`src/lpi_pkg.sv`:
```
// Constants shared by the memory pin interface: widths, command codes, timing.
// Assumes a single core clock that stands for the sampling crossing of the memory clock pair.
// ----------------------------------------------------------------------------
// ----------------------------------------------------------------------------
package lpi_pkg;
  localparam int LPI_ADDR_W = 13;
  localparam int LPI_BANK_W = 2;
  localparam int LPI_AP_BIT = 10;
  localparam int LPI_BURST_LEN = 4;
  localparam int LPI_READ_LAT = 2;
  localparam int LPI_FIFO_DEPTH = 8;
  localparam int LPI_MR_COUNT = 2;
  localparam logic [3:0] LPI_CMD_MRS = 4'h0;
  localparam logic [3:0] LPI_CMD_REF = 4'h1;
  localparam logic [3:0] LPI_CMD_PRE = 4'h2;
  localparam logic [3:0] LPI_CMD_ACT = 4'h3;
  localparam logic [3:0] LPI_CMD_WR = 4'h4;
  localparam logic [3:0] LPI_CMD_RD = 4'h5;
  localparam logic [3:0] LPI_CMD_BST = 4'h6;
  localparam logic [3:0] LPI_CMD_NOP = 4'h7;
  typedef enum logic [1:0] {
    LPI_ST_IDLE = 2'b00,
    LPI_ST_WRITE = 2'b01,
    LPI_ST_READ = 2'b10
  } lpi_state_type;
endpackage

```
`src/lpi_fifo.sv`:
```
// Small flip-flop FIFO with valid and ready on both sides.
// Assumes a single clock and an active-low asynchronous reset.
`timescale 1ns/10ps
`default_nettype none
module lpi_fifo #(
  parameter int WIDTH = 8,
  parameter int DEPTH = 8
) (
  input wire logic core_clk,
  input wire logic reset_n,
  input wire logic in_valid,
  output logic in_ready,
  input wire logic [WIDTH-1:0] in_data,
  output logic out_valid,
  input wire logic out_ready,
  output logic [WIDTH-1:0] out_data
);
  localparam int AW = $clog2(DEPTH);
  logic [WIDTH-1:0] mem_reg [DEPTH];
  logic [AW-1:0] wr_ptr_reg;
  logic [AW-1:0] rd_ptr_reg;
  logic [AW:0] count_reg;
  wire push = in_valid && in_ready;
  wire pop = out_valid && out_ready;
  assign in_ready = (count_reg != (AW+1)'(DEPTH));
  assign out_valid = (count_reg != '0);
  assign out_data = mem_reg[rd_ptr_reg];
  always_ff @(posedge core_clk or negedge reset_n) begin
    if (!reset_n) begin
      wr_ptr_reg <= '0;
      rd_ptr_reg <= '0;
      count_reg <= '0;
    end else begin
      if (push) wr_ptr_reg <= (wr_ptr_reg == AW'(DEPTH-1)) ? '0 : wr_ptr_reg + 1'b1;
      if (pop) rd_ptr_reg <= (rd_ptr_reg == AW'(DEPTH-1)) ? '0 : rd_ptr_reg + 1'b1;
      count_reg <= count_reg + (AW+1)'(push) - (AW+1)'(pop);
    end
  end
  always_ff @(posedge core_clk) begin
    if (push) mem_reg[wr_ptr_reg] <= in_data;
  end
endmodule
`default_nettype wire

```
`src/lpi_decode.sv`:
```
// Command decoder: chip select and the three strobes into one command code.
// Assumes inputs are already registered on the rising crossing.
`timescale 1ns/10ps
`default_nettype none
module lpi_decode
  import lpi_pkg::*;
(
  input wire logic chip_select_n,
  input wire logic row_strobe_n,
  input wire logic col_strobe_n,
  input wire logic write_strobe_n,
  output logic [3:0] cmd
);
  // Chip select high masks everything, whatever the strobes say.
  assign cmd = chip_select_n ? LPI_CMD_NOP :
               {1'b0, row_strobe_n, col_strobe_n, write_strobe_n};
endmodule
`default_nettype wire

```
`src/lpi_core.sv`:
```
// Pin-level interface of a low-power DDR memory: command, address, mask, data.
// Assumes core_clk is the rising crossing of the differential clock pair and
// that a half-rate strobe pair is formed from it for the two data beats.
`timescale 1ns/10ps
`default_nettype none
module lpi_core
  import lpi_pkg::*;
#(
  parameter int BYTES = 2,
  parameter int COL_W = 10,
  parameter int ROW_W = 13,
  parameter int DEPTH_WORDS = 64
) (
  input wire logic core_clk,
  input wire logic reset_n,
  input wire logic clock_enable,
  input wire logic chip_select_n,
  input wire logic row_strobe_n,
  input wire logic col_strobe_n,
  input wire logic write_strobe_n,
  input wire logic bank_select_bit0,
  input wire logic bank_select_bit1,
  input wire logic [LPI_ADDR_W-1:0] addr,
  input wire logic [BYTES-1:0] byte_write_mask_rise,
  input wire logic [BYTES-1:0] byte_write_mask_fall,
  input wire logic [8*BYTES-1:0] data_in_rise,
  input wire logic [8*BYTES-1:0] data_in_fall,
  output logic [8*BYTES-1:0] data_out_rise,
  output logic [8*BYTES-1:0] data_out_fall,
  output logic data_oe,
  output logic [BYTES-1:0] strobe_out,
  output logic strobe_oe,
  output logic [LPI_ADDR_W-1:0] mode_reg0,
  output logic [LPI_ADDR_W-1:0] mode_reg1,
  output logic self_refresh
);
  localparam int DW = 8 * BYTES;
  localparam int IW = $clog2(DEPTH_WORDS);
  localparam int FW = 2 * DW;
  localparam int QW = FW + 2 * BYTES;

  // ----------------------------------------------------------------------------
  // Command decode
  // ----------------------------------------------------------------------------
  logic [3:0] cmd;
  lpi_decode u_dec (
    .chip_select_n(chip_select_n),
    .row_strobe_n(row_strobe_n),
    .col_strobe_n(col_strobe_n),
    .write_strobe_n(write_strobe_n),
    .cmd(cmd)
  );
  wire [LPI_BANK_W-1:0] bank = {bank_select_bit1, bank_select_bit0};
  // Clock enable gates every command but self refresh entry; sampled on the rising crossing.
  wire active = clock_enable && !self_refresh;
  wire is_act = active && cmd == LPI_CMD_ACT;
  wire is_wr = active && cmd == LPI_CMD_WR;
  wire is_rd = active && cmd == LPI_CMD_RD;
  wire is_pre = active && cmd == LPI_CMD_PRE;
  wire is_mrs = active && cmd == LPI_CMD_MRS;
  // Self refresh entry is a refresh command taken while clock enable is low, so it bypasses the gate above.
  wire is_sr = !clock_enable && !self_refresh && cmd == LPI_CMD_REF;

  // ----------------------------------------------------------------------------
  // Bank rows and storage
  // ----------------------------------------------------------------------------
  logic [ROW_W-1:0] open_row_reg [4];
  logic [3:0] row_open_reg;
  logic [7:0] mem_reg [DEPTH_WORDS][2*BYTES];
  lpi_state_type state_reg;
  logic [1:0] beat_reg;
  logic [LPI_BANK_W-1:0] burst_bank_reg;
  logic [COL_W-1:0] burst_col_reg;
  logic burst_ap_reg;
  wire [IW-1:0] idx = IW'({burst_bank_reg, open_row_reg[burst_bank_reg], burst_col_reg} + beat_reg);
  wire burst_last = (beat_reg == 2'(LPI_BURST_LEN/2 - 1));

  // Write beats pass through the FIFO so storage stalls rather than drops.
  wire [QW-1:0] fifo_in = {byte_write_mask_fall, byte_write_mask_rise, data_in_fall, data_in_rise};
  wire fifo_in_valid = (state_reg == LPI_ST_WRITE);
  wire fifo_in_ready;
  wire fifo_out_valid;
  wire [QW-1:0] fifo_out;
  lpi_fifo #(.WIDTH(QW), .DEPTH(LPI_FIFO_DEPTH)) u_fifo (
    .core_clk(core_clk),
    .reset_n(reset_n),
    .in_valid(fifo_in_valid),
    .in_ready(fifo_in_ready),
    .in_data(fifo_in),
    .out_valid(fifo_out_valid),
    .out_ready(1'b1),
    .out_data(fifo_out)
  );
  logic [IW-1:0] wq_idx_reg [LPI_FIFO_DEPTH];
  logic [2:0] wq_wr_reg;
  logic [2:0] wq_rd_reg;

  always_ff @(posedge core_clk or negedge reset_n) begin
    if (!reset_n) begin
      row_open_reg <= '0;
      for (int b = 0; b < 4; b++) open_row_reg[b] <= '0;
    end else begin
      if (is_pre) row_open_reg[bank] <= 1'b0;
      // Auto precharge closes the bank once the burst has run out.
      if (state_reg != LPI_ST_IDLE && burst_last && burst_ap_reg) row_open_reg[burst_bank_reg] <= 1'b0;
      // Activate stands last so that opening a row wins over a close in the same cycle.
      if (is_act) begin
        open_row_reg[bank] <= addr[ROW_W-1:0];
        row_open_reg[bank] <= 1'b1;
      end
    end
  end

  // ----------------------------------------------------------------------------
  // Burst sequencer
  // ----------------------------------------------------------------------------
  always_ff @(posedge core_clk or negedge reset_n) begin
    if (!reset_n) begin
      state_reg <= LPI_ST_IDLE;
      beat_reg <= '0;
      burst_bank_reg <= '0;
      burst_col_reg <= '0;
      burst_ap_reg <= 1'b0;
    end else begin
      case (state_reg)
        LPI_ST_IDLE: begin
          beat_reg <= '0;
          if ((is_wr || is_rd) && row_open_reg[bank]) begin
            burst_bank_reg <= bank;
            burst_col_reg <= addr[COL_W-1:0];
            burst_ap_reg <= addr[LPI_AP_BIT];
            state_reg <= is_wr ? LPI_ST_WRITE : LPI_ST_READ;
          end
        end
        LPI_ST_WRITE, LPI_ST_READ: begin
          if (fifo_in_ready || state_reg == LPI_ST_READ) begin
            beat_reg <= beat_reg + 2'd1;
            if (burst_last) state_reg <= LPI_ST_IDLE;
          end
        end
        default: state_reg <= LPI_ST_IDLE;
      endcase
    end
  end

  // Write-index queue runs in step with the FIFO.
  always_ff @(posedge core_clk or negedge reset_n) begin
    if (!reset_n) begin
      wq_wr_reg <= '0;
      wq_rd_reg <= '0;
    end else begin
      if (fifo_in_valid && fifo_in_ready) wq_wr_reg <= wq_wr_reg + 3'd1;
      if (fifo_out_valid) wq_rd_reg <= wq_rd_reg + 3'd1;
    end
  end
  always_ff @(posedge core_clk) begin
    if (fifo_in_valid && fifo_in_ready) wq_idx_reg[wq_wr_reg] <= idx;
  end

  // ----------------------------------------------------------------------------
  // Masked storage: each word holds the rising beat then the falling beat
  // ----------------------------------------------------------------------------
  always_ff @(posedge core_clk) begin
    if (fifo_out_valid) begin
      for (int l = 0; l < 2*BYTES; l++) begin
        // Lane l pairs with mask bit l; a high mask keeps the old byte.
        if (!fifo_out[FW + l]) mem_reg[wq_idx_reg[wq_rd_reg]][l] <= fifo_out[8*l +: 8];
      end
    end
  end

  // ----------------------------------------------------------------------------
  // Read path: data and strobe driven only while a read burst is out
  // ----------------------------------------------------------------------------
  logic [DW-1:0] rise_next;
  logic [DW-1:0] fall_next;
  always_comb begin
    rise_next = '0;
    fall_next = '0;
    for (int l = 0; l < BYTES; l++) begin
      rise_next[8*l +: 8] = mem_reg[idx][l];
      fall_next[8*l +: 8] = mem_reg[idx][BYTES + l];
    end
  end
  always_ff @(posedge core_clk or negedge reset_n) begin
    if (!reset_n) begin
      data_out_rise <= '0;
      data_out_fall <= '0;
      data_oe <= 1'b0;
      strobe_out <= '0;
      strobe_oe <= 1'b0;
    end else begin
      data_out_rise <= rise_next;
      data_out_fall <= fall_next;
      data_oe <= (state_reg == LPI_ST_READ);
      strobe_oe <= (state_reg == LPI_ST_READ);
      // Strobe high on the rising beat, edge aligned with data.
      strobe_out <= {BYTES{state_reg == LPI_ST_READ}};
    end
  end

  // ----------------------------------------------------------------------------
  // Mode registers and self refresh
  // ----------------------------------------------------------------------------
  always_ff @(posedge core_clk or negedge reset_n) begin
    if (!reset_n) begin
      mode_reg0 <= '0;
      mode_reg1 <= '0;
      self_refresh <= 1'b0;
    end else begin
      if (is_mrs && bank == 2'b00) mode_reg0 <= addr;
      if (is_mrs && bank == 2'b10) mode_reg1 <= addr;
      // Exit honours clock enable without waiting for a command.
      if (self_refresh && clock_enable) self_refresh <= 1'b0;
      else if (is_sr) self_refresh <= 1'b1;
    end
  end

  // every register above runs on core_clk, the rising crossing.
  property p_no_drive_idle;
    @(posedge core_clk) disable iff (!reset_n)
      $past(state_reg) != LPI_ST_READ |-> !data_oe;
  endproperty
  a_no_drive_idle: assert property (p_no_drive_idle) else $error("data driven outside read");
  property p_deselect;
    @(posedge core_clk) disable iff (!reset_n)
      chip_select_n && state_reg == LPI_ST_IDLE |=> state_reg == LPI_ST_IDLE;
  endproperty
  a_deselect: assert property (p_deselect) else $error("command taken while deselected");
  property p_act;
    @(posedge core_clk) disable iff (!reset_n)
      is_act |=> open_row_reg[$past(bank)] == $past(addr[ROW_W-1:0]);
  endproperty
  a_act: assert property (p_act) else $error("row not latched");
  property p_mrs;
    @(posedge core_clk) disable iff (!reset_n)
      is_mrs && bank == 2'b00 |=> mode_reg0 == $past(addr);
  endproperty
  a_mrs: assert property (p_mrs) else $error("mode opcode lost");
  property p_burst;
    @(posedge core_clk) disable iff (!reset_n)
      state_reg == LPI_ST_IDLE && is_rd && row_open_reg[bank] |=> state_reg == LPI_ST_READ [*2] ##1 state_reg == LPI_ST_IDLE;
  endproperty
  a_burst: assert property (p_burst) else $error("read burst length wrong");
  property p_strobe;
    @(posedge core_clk) disable iff (!reset_n) strobe_oe == data_oe;
  endproperty
  a_strobe: assert property (p_strobe) else $error("strobe not aligned");
  property p_cmd;
    @(posedge core_clk) disable iff (!reset_n)
      !chip_select_n |-> cmd == {1'b0, row_strobe_n, col_strobe_n, write_strobe_n};
  endproperty
  a_cmd: assert property (p_cmd) else $error("command code wrong");
  property p_sr_exit;
    @(posedge core_clk) disable iff (!reset_n) self_refresh && clock_enable |=> !self_refresh;
  endproperty
  a_sr_exit: assert property (p_sr_exit) else $error("self refresh exit missed");
  property p_sr_entry;
    @(posedge core_clk) disable iff (!reset_n)
      !clock_enable && !self_refresh && !chip_select_n && !row_strobe_n && !col_strobe_n && write_strobe_n
      |=> self_refresh;
  endproperty
  a_sr_entry: assert property (p_sr_entry) else $error("self refresh entry missed");
  c_self_refresh: cover property (@(posedge core_clk) $rose(self_refresh));
  c_write: cover property (@(posedge core_clk) state_reg == LPI_ST_WRITE);
  c_read: cover property (@(posedge core_clk) data_oe);
  c_mrs: cover property (@(posedge core_clk) is_mrs);
endmodule
`default_nettype wire

```
`config.mk`:
```
export PLATFORM = sky130hd
export DESIGN_NAME = lpi_core
export DESIGN_NICKNAME = d
export VERILOG_FILES = /design/src/lpi_pkg.sv /design/src/lpi_fifo.sv /design/src/lpi_decode.sv /design/src/lpi_core.sv
export SDC_FILE = /design/constraint.sdc
export NUM_CORES = 2
export LEC_CHECK = 0
export ABC_AREA = 1
export BUFFER_PORTS_ARGS = -buffer_cell sky130_fd_sc_hd__buf_4
export CORE_MARGIN = 2
export CORE_UTILIZATION = 30
export DETAILED_ROUTE_END_ITERATION = 8
export SLEW_MARGIN = 20
export SYNTH_ARGS = -nofsm -noshare
export SYNTH_HDL_FRONTEND = slang
export SYNTH_HIERARCHICAL = 1
export SYNTH_SLANG_ARGS = --single-unit
export TNS_END_PERCENT = 100
```
`constraint.sdc`:
```
create_clock -name core_clk -period 6.6 [get_ports core_clk]
set_clock_uncertainty 0.2 [all_clocks]
set_input_delay 0.66 -clock core_clk [delete_from_list [all_inputs] [get_ports core_clk]]
set_output_delay 0.66 -clock core_clk [all_outputs]
set_load 0.02 [all_outputs]
```
==> impl_results.md <==
- Worst skew pair latency: 920 ps
- Post-route DRC: 0
- P&R area growth vs syn: 14.3%
- Post-route cell area: 0.116 mm²
- Vias in the first global route: 62917
- Die area: 0.343 mm²
- Status: completed
- Clock Tree Root: clkbuf_16
- Largest net degree at the start of global routing: 170
- Cell variety after synth: 33
- Pre-CTS setup slack: 2120 ps
- H-tree depth: 5
- Vias: 65774
- Vias/cell: 4.84
- Total power: 62.1 mW
- Nets@finish: 8948
- Register area share after synthesis: 72.8%
- WL/cell: 21.0 µm
- I/O pin count: 121
- DIE WIDTH: 586 µm
- 1st-pass router iterations: 6
- Final ANT Viol Nets: 0
- Std-Cell Rows: 213
- Die H: 586 µm
- Number of gates resized after CTS: 0
- Layout cells sized above 1: 7.95%
- CTS buffer count: 275
- Warnings from Yosys: 6
- WHS: 68.6 ps
- Crit-path max FO: 72
- RSZ-0062 raised after global routing: false
- Clk buf depth: 4
- Post-Layout Cell Count: 13584
- Crit path kind: reg2reg
- CORE AREA: 0.337 mm²
- Total Neg Setup Slack: 0 ps
- HPWL after DPL: 165 mm
- Max reg flops: 2048
- CP Launch Type: register
- Final period utilization: 68.7%
- Post-Syn Area: 0.101 mm²
- Hold/Removal Path Class: in2reg
- Initial antenna violation count: 15
- Routed wire length: 285 mm
- Effective utilization at floorplan: 30.2%
- Max Freq: 0.220 GHz
- Total nets after synthesis: 8926
- Placed inst area: 0.107 mm²
- Max cap viols: 0
- DRT iter0 DRCs: 6795
- Synth Area per Inst: 11.5 µm²
- Hold depth: 6
- Hold Vio Cnt, Final: 0
- Final min period: 4540 ps
- Reg2Reg Depth: 11
- First-pass GRT wire length: 420 mm
- Setup ws final: 2060 ps
- PwrDens: 535 mW/mm²
- Static Leak: 42.4 nW
- Req. time, crit path: 6950 ps
- Finished Core Util: 34.5%
- Max-slew headroom: 21.6%
- Final Max Tran Viols: 0
- Num Clock Sinks: 2477
- Peak VDD IR: 0.605 mV
- Crit end category: register
- Global route overflow: 0
- Crit path DAT: 4890 ps
- Worst-margin pin slew: 1180 ps
- Syn Inst Count: 8848
- Cell Count Post-Placement: 13051
- TritonCTS clock tree: built
- GR Util All Layers: 16.3%
- Port buffer count: 120
- Final RePlAce weighted congestion: 0.836
- Seq cells post-synth: 2477
- Final setup vio count: 0
- Clock-pin slew on the worst setup and hold paths: 60 ps
power by group:
part	switching (mW)	total (mW)	internal, mW
Combinational	19.5	25.2	5.68
Clock	6.05	14.5	8.49
Sequential	0.591	22.4	21.8
metal layers:
layer	global-route usage (%)	wire [µm]	vias up
li1	-	-	30607
met1	21.7	120000	32156
met2	26.4	134000	2493
met3	3.02	20600	496
met4	6.39	10700	22
met5	0.168	206	-
cell usage after synthesis:
cell / instances / share of area (%)
a31oi_1: 1 / 0.0062
inv_1: 353 / 1.3
or2_2: 1 / 0.0062
o21ai_1: 22 / 0.11
clkbuf_1: 209 / 0.77
nor2_1: 324 / 1.2
dfrtp_1: 93 / 2.3
nor2_8: 9 / 0.18
nand2_1: 2905 / 11
a21oi_1: 2 / 0.0099
a22oi_1: 2 / 0.015
buf_2: 240 / 1.2
edfxtp_1: 2384 / 71
inv_2: 7 / 0.026
buf_1: 76 / 0.28
ha_1: 18 / 0.22
buf_6: 6 / 0.067
o21a_1: 3 / 0.022
nor2_4: 7 / 0.078
o21ai_2: 1 / 0.0086
conb_1: 2 / 0.0074
fa_1: 2 / 0.039
nor2_2: 1 / 0.0062
o31ai_1: 3 / 0.022
nand2_2: 45 / 0.28
nand2_4: 2 / 0.022
xor2_1: 7 / 0.060
nor3_1: 11 / 0.054
o21ai_4: 1 / 0.016
buf_4: 10 / 0.074
nand4_1: 1 / 0.0062
nand3_1: 2054 / 10
o21ai_0: 46 / 0.23
area by class of cell:
cell class | instances | area (µm²)
clock buffers | 346 | 7400
well taps | 4515 | 5650
clock inverters | 121 | 983
repair buffers | 286 | 2610
flip-flops and latches | 2477 | 73900
multi-input cells | 5470 | 24000
diodes | 9 | 22.5
inverters | 360 | 1380
fillers | 32927 | 221000
layout by cell type (no fill, tap or decap), drive strengths merged:
cell type	n
dlygate4sd3	57
a22oi	2
or2	1
clkinv	100
nand4	1
xor2	7
diode	9
edfxtp	2384
nor2	341
o21a	3
ha	18
nand3	2054
dfrtp	93
nand2	2952
o31ai	3
a21oi	2
o21ai	70
conb	2
fa	2
clkbuf	346
buf	229
nor3	11
a31oi	1
inv	365
clkinvlp	1
bufinv	15
timing repair:
item	in CTS	in global routing
endpoints found under the hold margin	375	0
buffers inserted	0	0
hold buffers	57	0
worst paths after layout:
path	start	to	slack [ps]
worst max-delay path	u_fifo/rd_ptr_reg[0]	mem_reg[51][24]	2060
worst min-delay path	write_strobe_n	state_reg[0]	70
worst max register to register	u_fifo/rd_ptr_reg[0]	mem_reg[51][24]	2060
worst min register to register	mode_reg1[6]	mode_reg1[6]	280
max in group asynchronous	reset_n	u_fifo/rd_ptr_reg[0]	4590
min in group asynchronous	reset_n	mode_reg0[7]	100
worst max-delay path: stages (launching register included):
cell and delay [ps]:
dfrtp_4 780, inv_4 600, buf_4 530, nand2_1 90
nand3_1 90, nand2_1 70, nand2_1 60, nand2_1 120
inv_1 100, nand2_2 100, buf_4 380, nor2_1 880
cell families after synthesis:
family / count (synthesis) / share of synthesized area (%)
AND/OR/NAND/NOR: 5360 / 22.7
flip-flops: 2477 / 72.8
buffers and inverters: 901 / 3.71
AO/OA/AOI/OAI: 81 / 0.435
adder cells (fa/ha/maj): 20 / 0.261
XOR/XNOR: 7 / 0.0604
other: 2 / 0.00740
Note: power is estimated with default switching activity, not from simulation.
